**src/common/vopp_cfg.svh**
```systemverilog
// Constants for the video output post processor
`ifndef VOPP_CFG_SVH
`define VOPP_CFG_SVH
`define VOPP_HPOS_W 10
`define VOPP_VPOS_W 10
`define VOPP_SAMPLE_W 10
`define VOPP_IN_Y_W 10
`define VOPP_PANEL_Y_W 8
`define VOPP_PANEL_C_W 4
`define VOPP_THICK_W 4
`define VOPP_YDLY_W 4
`define VOPP_DLY_DEPTH 16
`define VOPP_DLY_CENTER 8
`define VOPP_FIFO_DEPTH 8
`define VOPP_BLACK_Y 10'h000
`define VOPP_GREY_C 10'h000
`define VOPP_Y9_OFFSET 11'sh080
`define VOPP_Y10_MAX 11'sh3FF
`define VOPP_Y10_MIN 11'sh000
`define VOPP_C_MAX 11'sh1FF
`define VOPP_C_MIN (-11'sh200)
`endif

```
**src/common/vopp_pkg.sv**
```systemverilog
// Types for the video output post processor
package vopp_pkg;
  typedef enum logic [3:0] {
    VOPP_SRC_PASS = 4'h1,
    VOPP_SRC_PANEL = 4'h2,
    VOPP_SRC_FRAME = 4'h4,
    VOPP_SRC_BLANK = 4'h8
  } vopp_src_e;
  typedef logic [9:0] vopp_sample_t;
endpackage

```
**src/common/vopp_stream_if.sv**
```systemverilog
// Pixel stream between the post processor stages
`timescale 1ns/1ps
`default_nettype none
interface vopp_stream_if #(parameter int W = 30);
  logic valid;
  logic ready;
  logic [W-1:0] data;
  modport src (output valid, output data, input ready);
  modport snk (input valid, input data, output ready);
endinterface
`default_nettype wire

```
**src/hdl/vopp_top.sv**
```systemverilog
// Video output post processor: delay, polarity, range, panels, frame, blanking
//
// Functional notes
// Inside the blanking window luma is forced to black and chroma to colourless.
// Blanking is the last operation before samples leave for the converters.
// Inside the side-panel horizontal window all three samples take panel values.
// Panel colour is an 8-bit luma MSB value and 4-bit MSB values per chroma component.
// A second window bounds a rectangular picture-in-picture frame border.
// Frame border thickness is set apart vertically and horizontally, 1 to 15 pixels.
// Border pixels use the side-panel colour; there is no separate frame colour.
// A range select puts the nominal luma in 9 or 10 bits of the converter word.
// In 9-bit range the spare code space carries undershoot and overshoot unclipped.
// In 10-bit range luma undershoot and overshoot saturate at the code limits.
// A luma delay setting shifts luma against chroma over 16 positions.
// Delay setting zero keeps luma and chroma aligned as at the input.
// Other settings span eight samples less to seven samples more luma delay.
// A control bit inverts both chroma outputs when set.
// Output is 4:4:4 as three 10-bit words at the 32 MHz sample rate.
// Blanking beats frame border, and frame border beats side panels.
// Unprogrammed low bits of panel values are filled with zeros.
`timescale 1ns/1ps
`default_nettype none
`include "vopp_cfg.svh"
module vopp_top
  import vopp_pkg::*;
#(
  parameter int HW = `VOPP_HPOS_W,
  parameter int VW = `VOPP_VPOS_W,
  parameter int FIFO_DEPTH = `VOPP_FIFO_DEPTH
) (
  input wire logic ref_clk,
  input wire logic rst_b,
  // Upstream pixel stream; y signed 11-bit with headroom, u/v twos complement
  input wire logic in_valid,
  output logic in_ready,
  input wire logic in_sol,
  input wire logic in_sof,
  input wire logic signed [10:0] in_y,
  input wire logic signed [9:0] in_u,
  input wire logic signed [9:0] in_v,
  // Converter side
  output logic out_valid,
  input wire logic out_ready,
  output logic [9:0] out_y,
  output logic [9:0] out_u,
  output logic [9:0] out_v,
  // Controls
  input wire logic [HW-1:0] blank_hstart,
  input wire logic [HW-1:0] blank_hstop,
  input wire logic [VW-1:0] blank_vstart,
  input wire logic [VW-1:0] blank_vstop,
  input wire logic [HW-1:0] panel_hstart,
  input wire logic [HW-1:0] panel_hstop,
  input wire logic [7:0] panel_y,
  input wire logic [3:0] panel_u,
  input wire logic [3:0] panel_v,
  input wire logic [HW-1:0] frame_hstart,
  input wire logic [HW-1:0] frame_hstop,
  input wire logic [VW-1:0] frame_vstart,
  input wire logic [VW-1:0] frame_vstop,
  input wire logic [3:0] frame_height,
  input wire logic [3:0] frame_width,
  input wire logic range_10bit,
  input wire logic [3:0] luma_delay,
  input wire logic chroma_polarity_flip,
  // Status
  output logic [HW-1:0] cur_hpos,
  output logic [VW-1:0] cur_vpos
);
  // Pipeline advances when the output FIFO has room or st2_valid_r is low
  vopp_stream_if #(.W(30)) fin_s ();
  vopp_stream_if #(.W(30)) fout_s ();

  logic [HW-1:0] hpos_r;
  logic [VW-1:0] vpos_r;
  logic st1_valid_r;
  logic [HW-1:0] st1_h_r;
  logic [VW-1:0] st1_v_r;
  logic signed [10:0] st1_y_r;
  logic signed [9:0] st1_u_r;
  logic signed [9:0] st1_v_c_r;
  logic st2_valid_r;
  logic [29:0] st2_data_r;
  logic out_valid_r;
  logic [29:0] out_data_r;
  logic [3:0] fill_r;
  logic fresh_r;

  wire adv = fin_s.ready || !st2_valid_r;
  wire take = in_valid && adv;
  assign in_ready = adv;

  // Pixel position counters
  wire [HW-1:0] hpos_now = in_sol ? '0 : hpos_r;
  wire [VW-1:0] vpos_now = in_sof ? '0 : (in_sol ? vpos_r + 1'b1 : vpos_r);
  always_ff @(posedge ref_clk or negedge rst_b) begin
    if (!rst_b) begin
      hpos_r <= '0;
      vpos_r <= '0;
    end else if (take) begin
      hpos_r <= hpos_now + 1'b1;
      vpos_r <= vpos_now;
    end
  end

  // Luma delay: tap 8 is the aligned point, chroma always takes tap 8
  wire [3:0] y_tap = luma_delay ^ 4'h8;
  logic [10:0] y_dly;
  logic [9:0] u_dly;
  logic [9:0] v_dly;
  logic [HW-1:0] h_dly;
  logic [VW-1:0] vp_dly;
  vopp_ydelay #(.W(11), .DEPTH(`VOPP_DLY_DEPTH)) u_ydly (
    .ref_clk(ref_clk),
    .rst_b(rst_b),
    .adv(take),
    .din(in_y),
    .tap(y_tap),
    .dout(y_dly)
  );
  vopp_ydelay #(.W(20), .DEPTH(`VOPP_DLY_DEPTH)) u_cdly (
    .ref_clk(ref_clk),
    .rst_b(rst_b),
    .adv(take),
    .din({in_u, in_v}),
    .tap(4'h8),
    .dout({u_dly, v_dly})
  );
  vopp_ydelay #(.W(HW+VW), .DEPTH(`VOPP_DLY_DEPTH)) u_pdly (
    .ref_clk(ref_clk),
    .rst_b(rst_b),
    .adv(take),
    .din({hpos_now, vpos_now}),
    .tap(4'h8),
    .dout({h_dly, vp_dly})
  );

  // Centre tap holds a real sample only after nine takes; the first eight are reset fill
  wire primed = (fill_r == 4'h8);
  always_ff @(posedge ref_clk or negedge rst_b) begin
    if (!rst_b) begin
      fill_r <= 4'h0;
      fresh_r <= 1'b0;
    end else begin
      if (take && !primed) begin
        fill_r <= fill_r + 4'h1;
      end
      if (take && primed) begin
        fresh_r <= 1'b1;
      end else if (adv) begin
        fresh_r <= 1'b0;
      end
    end
  end

  always_ff @(posedge ref_clk or negedge rst_b) begin
    if (!rst_b) begin
      st1_valid_r <= 1'b0;
      st1_h_r <= '0;
      st1_v_r <= '0;
      st1_y_r <= '0;
      st1_u_r <= '0;
      st1_v_c_r <= '0;
    end else if (adv) begin
      st1_valid_r <= fresh_r;
      st1_h_r <= h_dly;
      st1_v_r <= vp_dly;
      st1_y_r <= y_dly;
      st1_u_r <= u_dly;
      st1_v_c_r <= v_dly;
    end
  end

  // Luma range mapping
  wire signed [11:0] y9 = 12'(signed'(st1_y_r) >>> 1) + 12'(`VOPP_Y9_OFFSET);
  wire signed [11:0] y10 = 12'(st1_y_r);
  wire signed [11:0] y_sel = range_10bit ? y10 : y9;
  wire [9:0] y_clip = (y_sel > 12'(`VOPP_Y10_MAX)) ? 10'h3FF :
                      (y_sel < 12'(`VOPP_Y10_MIN)) ? 10'h000 : y_sel[9:0];

  // Chroma polarity, saturating the one code that has no negation
  wire [9:0] u_inv = (st1_u_r == -10'sh200) ? 10'h1FF : 10'(-st1_u_r);
  wire [9:0] v_inv = (st1_v_c_r == -10'sh200) ? 10'h1FF : 10'(-st1_v_c_r);
  wire [9:0] u_pol = chroma_polarity_flip ? u_inv : st1_u_r;
  wire [9:0] v_pol = chroma_polarity_flip ? v_inv : st1_v_c_r;

  // Windows
  wire in_blank = (st1_h_r >= blank_hstart) && (st1_h_r < blank_hstop) &&
                  (st1_v_r >= blank_vstart) && (st1_v_r < blank_vstop);
  wire in_panel = (st1_h_r >= panel_hstart) && (st1_h_r < panel_hstop);
  wire in_frame_box = (st1_h_r >= frame_hstart) && (st1_h_r < frame_hstop) &&
                      (st1_v_r >= frame_vstart) && (st1_v_r < frame_vstop);
  wire [3:0] fw = (frame_width == 4'h0) ? 4'h1 : frame_width;
  wire [3:0] fh = (frame_height == 4'h0) ? 4'h1 : frame_height;
  wire near_left = (st1_h_r - frame_hstart) < HW'(fw);
  wire near_right = (frame_hstop - st1_h_r) <= HW'(fw);
  wire near_top = (st1_v_r - frame_vstart) < VW'(fh);
  wire near_bot = (frame_vstop - st1_v_r) <= VW'(fh);
  wire in_border = in_frame_box && (near_left || near_right || near_top || near_bot);

  // Priority selection
  vopp_src_e src;
  assign src = in_blank ? VOPP_SRC_BLANK :
               in_border ? VOPP_SRC_FRAME :
               in_panel ? VOPP_SRC_PANEL : VOPP_SRC_PASS;

  // Panel colour, zero-filled low bits
  wire [9:0] pan_y = {panel_y, 2'b00};
  wire [9:0] pan_u = {panel_u, 6'h00};
  wire [9:0] pan_v = {panel_v, 6'h00};

  logic [9:0] sel_y;
  logic [9:0] sel_u;
  logic [9:0] sel_v;
  always_comb begin
    case (src)
      VOPP_SRC_BLANK: begin
        sel_y = `VOPP_BLACK_Y;
        sel_u = `VOPP_GREY_C;
        sel_v = `VOPP_GREY_C;
      end
      VOPP_SRC_FRAME, VOPP_SRC_PANEL: begin
        sel_y = pan_y;
        sel_u = pan_u;
        sel_v = pan_v;
      end
      VOPP_SRC_PASS: begin
        sel_y = y_clip;
        sel_u = u_pol;
        sel_v = v_pol;
      end
      default: begin
        sel_y = `VOPP_BLACK_Y;
        sel_u = `VOPP_GREY_C;
        sel_v = `VOPP_GREY_C;
      end
    endcase
  end

  always_ff @(posedge ref_clk or negedge rst_b) begin
    if (!rst_b) begin
      st2_valid_r <= 1'b0;
      st2_data_r <= '0;
    end else if (adv) begin
      st2_valid_r <= st1_valid_r;
      st2_data_r <= {sel_y, sel_u, sel_v};
    end
  end

  assign fin_s.valid = st2_valid_r;
  assign fin_s.data = st2_data_r;

  vopp_fifo #(.W(30), .DEPTH(FIFO_DEPTH)) u_fifo (
    .ref_clk(ref_clk),
    .rst_b(rst_b),
    .in_s(fin_s),
    .out_s(fout_s)
  );

  // Registered output stage feeding the converters
  wire out_free = !out_valid_r || out_ready;
  assign fout_s.ready = out_free;
  always_ff @(posedge ref_clk or negedge rst_b) begin
    if (!rst_b) begin
      out_valid_r <= 1'b0;
      out_data_r <= '0;
    end else if (out_free) begin
      out_valid_r <= fout_s.valid;
      if (fout_s.valid) begin
        out_data_r <= fout_s.data;
      end
    end
  end
  assign out_valid = out_valid_r;
  assign out_y = out_data_r[29:20];
  assign out_u = out_data_r[19:10];
  assign out_v = out_data_r[9:0];
  assign cur_hpos = hpos_r;
  assign cur_vpos = vpos_r;
endmodule
`default_nettype wire

```
**src/hdl/vopp_fifo.sv**
```systemverilog
// Synchronous FIFO with valid and ready on both sides
`timescale 1ns/1ps
`default_nettype none
module vopp_fifo #(
  parameter int W = 30,
  parameter int DEPTH = 8
) (
  input wire logic ref_clk,
  input wire logic rst_b,
  vopp_stream_if.snk in_s,
  vopp_stream_if.src out_s
);
  localparam int AW = $clog2(DEPTH);
  logic [W-1:0] mem [DEPTH];
  logic [AW-1:0] wr_r;
  logic [AW-1:0] rd_r;
  logic [AW:0] cnt_r;
  wire push = in_s.valid && in_s.ready;
  wire pop = out_s.valid && out_s.ready;
  assign in_s.ready = (cnt_r != (AW+1)'(DEPTH));
  assign out_s.valid = (cnt_r != '0);
  assign out_s.data = mem[rd_r];
  always_ff @(posedge ref_clk) begin
    if (push) begin
      mem[wr_r] <= in_s.data;
    end
  end
  always_ff @(posedge ref_clk or negedge rst_b) begin
    if (!rst_b) begin
      wr_r <= '0;
      rd_r <= '0;
      cnt_r <= '0;
    end else begin
      if (push) begin
        wr_r <= (wr_r == AW'(DEPTH-1)) ? '0 : wr_r + 1'b1;
      end
      if (pop) begin
        rd_r <= (rd_r == AW'(DEPTH-1)) ? '0 : rd_r + 1'b1;
      end
      cnt_r <= cnt_r + (AW+1)'(push) - (AW+1)'(pop);
    end
  end
endmodule
`default_nettype wire

```
**src/hdl/vopp_ydelay.sv**
```systemverilog
// Luma delay line, tap selected as an absolute index into the line
`timescale 1ns/1ps
`default_nettype none
`include "vopp_cfg.svh"
module vopp_ydelay #(
  parameter int W = 10,
  parameter int DEPTH = 16
) (
  input wire logic ref_clk,
  input wire logic rst_b,
  input wire logic adv,
  input wire logic [W-1:0] din,
  input wire logic [3:0] tap,
  output logic [W-1:0] dout
);
  logic [W-1:0] line_r [DEPTH];
  assign dout = line_r[tap];
  always_ff @(posedge ref_clk or negedge rst_b) begin
    if (!rst_b) begin
      for (int i = 0; i < DEPTH; i++) begin
        line_r[i] <= '0;
      end
    end else if (adv) begin
      line_r[0] <= din;
      for (int i = 1; i < DEPTH; i++) begin
        line_r[i] <= line_r[i-1];
      end
    end
  end
endmodule
`default_nettype wire

```
**config.mk**
```make
export PLATFORM = sky130hd
export DESIGN_NAME = vopp_top
export DESIGN_NICKNAME = d
export VERILOG_FILES = /design/src/common/vopp_pkg.sv /design/src/common/vopp_stream_if.sv /design/src/hdl/vopp_top.sv /design/src/hdl/vopp_fifo.sv /design/src/hdl/vopp_ydelay.sv
export VERILOG_INCLUDE_DIRS = /design/src /design/src/common
export SDC_FILE = /design/constraint.sdc
export NUM_CORES = 2
export LEC_CHECK = 0
export BUFFER_PORTS_ARGS = -buffer_cell sky130_fd_sc_hd__clkbuf_2
export CORE_ASPECT_RATIO = 0.9
export CORE_UTILIZATION = 60
export CTS_CLUSTER_DIAMETER = 150
export DETAILED_ROUTE_END_ITERATION = 10
export PLACE_DENSITY = 0.78
export SLEW_MARGIN = 20
export SYNTH_ARGS = -nofsm -noshare
export SYNTH_HDL_FRONTEND = slang
export SYNTH_HIERARCHICAL = 1
export SYNTH_SLANG_ARGS = --single-unit
```
**constraint.sdc**
```tcl
create_clock -name ref_clk -period 7.14 [get_ports ref_clk]
set_input_delay 1.071 -clock ref_clk [delete_from_list [all_inputs] [get_ports ref_clk]]
set_output_delay 1.071 -clock ref_clk [all_outputs]
set_load 0.1 [all_outputs]
```
==> summary.txt <==
Finish
  – FILL cells: 6,344
  – Share of layout cells above drive strength 1: 37.66%
  – Final Net Count: 4,215
  – Design area: 0.06221 mm^2
  – Layout Area Growth over Synthesis: 10.62%
  – Register cell area after layout: 0.03136 mm^2
  – Multi-input logic area: 0.02332 mm^2
  – Most frequent cells in the layout: dfrtp_1 (963), mux2_2 (884), nand2_1 (281), edfxtp_1 (240), clkbuf_2 (217)
  – Commonest non-fill, non-tap cell in the layout: dfrtp_1
  – Layout Cells excl Fill: 5,256

Clocking
  – Post-CTS sizing: 0
  – Worst-path clk slew: 0.06 ns
  – Post-CTS Hold Buffers: 0
  – Clock Sinks: 1,205
  – Clock Latency Late Sink: 0.70 ns
  – CTS max path bufs: 3
  – CTS buffer count: 117
  – Postcts setup bufs: 0
  – Root buffer cell: clkbuf_16
  – CTS tree: yes
  – H-tree levels: 3

Critical path
  – Most frequent cell on the critical path: buf_4
  – CP Class: reg -> reg
  – WP data required: 7.70 ns
  – CP startpoint: u_fifo/cnt_r[2]
  – Buf/Inv on CP: 7
  – Top cell family by delay on the critical path: buffers and inverters
  – Worst r2r src: u_fifo/cnt_r[2]
  – Worst Path Max Fanout: 201
  – Worst setup EP type: register
  – Crit path launch type: register
  – Slowest CP cell: buf_12
  – Slowest stage delay, CP: 0.76 ns
  – Worst EP arrival: 4.99 ns
  – Crit path cell chain: inv_1 > ha_1 > or3b_2 > nor2b_4 > buf_4 > inv_2 > buf_4 > nand2_1 > buf_4 > inv_8 > buf_12 > mux2_2

Logic synthesis
  – Number of distinct library cells after synthesis: 85
  – Synth top area cells: dfrtp_1 (43%), mux2_2 (18%), edfxtp_1 (13%)
  – Area fraction of the dominant cell type after synthesis: 42.94%
  – Synth Flop Type: dfrtp_1
  – Post-Syn Instances: 3,735
  – Seq/Total Area, Yosys: 55.75%
  – Synth warn: 6
  – Yosys reg bits: 1,205
  – Synth Area per Inst: 15.06 um^2
  – Number of synthesized flops with an enable pin: 240
  – Area leader, netlist: dfrtp_1
  – Fraction of registers with async set/reset: 80.08%
  – Mapped Area: 0.05624 mm^2

Timing
  – Worst slew margin: 25.05%
  – Final setup margin: 2.707 ns
  – Setup violators final: 0
  – Worst clock skew: 0.02473 ns
  – Final Hold Viols: 0
  – Fin crit share: 62.08%
  – Fin crit period: 4.433 ns
  – Worst Tran Pin Value: 1.120 ns
  – Total negative slack: 0 ns
  – RSZ-0062 raised after global routing: no
  – Achievable frequency: 225.6 MHz
  – Max-slew violation count: 0

Placed design
  – Place WS: 2.110 ns
  – Dpl hpwl: 69,840 um
  – I/O Buffers: 218
  – Routability cong.: 0.8998
  – Placed Instances: 5,038
  – Placed cell area: 0.05825 mm^2

Routing
  – DRC: 0
  – DRT Pass-1 Iters: 5
  – Final ANT Viol Nets: 0
  – Routed vias: 31,760
  – Vias/cell: 6.042
  – Initial DRC Count: 2,355
  – Wire per inst: 21.35 um
  – Routed WL: 112,200 um

Global route
  – Largest net degree at the start of global routing: 202
  – Gr ovfl total: 0
  – Total Routing Usage GR: 23.81%
  – Initial antenna violation count: 3
  – First-pass GRT wire length: 180,100 um
  – Vias in the first global route: 32,090

Pwr
  – Power per cell area: 343.1 mW/mm^2
  – Leakage: 0.02757 uW
  – Peak supply drop: 0.2686 mV

Die
  – Die ar.: 0.09496 mm^2
  – Starting density of the core: 60.58%
  – # rows: 106
  – Boundary Pins: 219
  – Die height: 292.5 um
  – Core area: 0.09284 mm^2
  – Chip Width: 324.7 um

Hold path
  – Worst Hold Class: in -> async

Outcome
  – Status: finished clean

Run
  – MaxCap Viol Count: 0
## cell families (layout without fill, tap and decap cells)
| kind of cell | after synthesis | in the layout | share of synthesized area, % |
|---|---|---|---|
| AOI/OAI and AO/OA | 364 | 364 | 4.398 |
| xor gates and xnor gates | 34 | 34 | 0.5295 |
| adders and majority gates | 133 | 133 | 3.026 |
| buffers and inverters | 348 | 607 | 2.990 |
| DFF | 1205 | 1205 | 55.75 |
| muxes | 1176 | 1176 | 29.52 |
| other | 2 | 22 | 0.01335 |
| and+or+nand+nor | 473 | 473 | 3.769 |
## cell type report
cell class,count,area share [%]
sequential,1205,50.40
multi-input combinational,2200,37.49
clock buffer,168,5.448
tap,1242,2.498
timing repair buffer,259,2.425
clock inverter,48,0.9211
inverter,132,0.8085
antenna,2,0.008044
## synthesized netlist by cell type (all sizes together), types with 18 or more instances
master / instances
inv: 132
edfxtp: 240
nor2b: 30
clkbuf: 87
dfrtp: 965
mux4: 264
mux2i: 28
nor3: 18
ha: 128
a21oi: 47
a22oi: 102
xor2: 22
o21ai: 92
mux2: 884
nand2: 282
buf: 129
nor2: 57
## sequential cells by signal, summed over array words and instances, names as in the netlist
| register | flops |
|---|---|
| fin_s.valid | 1 |
| cur_vpos | 10 |
| u_pdly/line_r | 320 |
| fresh_r | 1 |
| cur_hpos | 10 |
| st1_v_c_r | 10 |
| out_data_r | 30 |
| u_cdly/line_r | 320 |
| u_fifo/wr_r | 3 |
| st1_y_r | 11 |
| fin_s.data | 30 |
| st1_valid_r | 1 |
| u_fifo/mem | 240 |
| u_fifo/rd_r | 3 |
| st1_u_r | 10 |
| u_ydly/line_r | 176 |
| fill_r | 4 |
| u_fifo/cnt_r | 4 |
| st1_h_r | 10 |
| st1_v_r | 10 |
| out_valid | 1 |
## worst reg2reg max path: stages, from the launching register on
cell,delay (ns)
dfrtp_1,0.32
inv_1,0.07
ha_1,0.19
or3b_2,0.29
nor2b_4,0.05
buf_4,0.33
inv_2,0.12
buf_4,0.43
nand2_1,0.12
buf_4,0.26
inv_8,0.70
buf_12,0.84
mux2_2,0.60
## per-layer routing
layer / vias to the layer above / GRT usage, % / part of all wire (%)
met5: - / 0 / 0
li1: 14410 / - / -
met4: 0 / 5.373 / 1.9
met1: 16480 / 35.83 / 46
met3: 139 / 3.989 / 5.2
met2: 733 / 36.77 / 47
## metrics by stage
| step | hold slack [ns] | utilization [%] | total power (uW) |
|---|---|---|---|
| after global placement | 0.4591 | 62.74 | 14890 |
| after detailed placement | 0.4705 | 62.74 | 15160 |
| final | 0.4253 | 67.01 | 21350 |
| after CTS | 0.4452 | 67.01 | 21490 |
| after global routing | 0.4633 | 67.01 | 22380 |
| after floorplan | 0.4300 | - | 13780 |
## power by group
group / switching, uW / internal [uW]
Clock: 2620 / 3630
Combinational: 2420 / 2550
Sequential: 1350 / 8780
## path summary, 6_finish.rpt
check / end / slack, ns / depth (start not counted)
max in group asynchronous: u_cdly/line_r[318] / 5.17 / 2
min reg2reg: fill_r[3] / 0.48 / 1
max reg2reg: u_pdly/line_r[34] / 2.71 / 12
min: st1_v_r[6] / 0.43 / 1
min in group ref_clk: fill_r[3] / 0.48 / 1
max: u_pdly/line_r[34] / 2.71 / 12
Note: power is estimated with default switching activity, not from simulation.
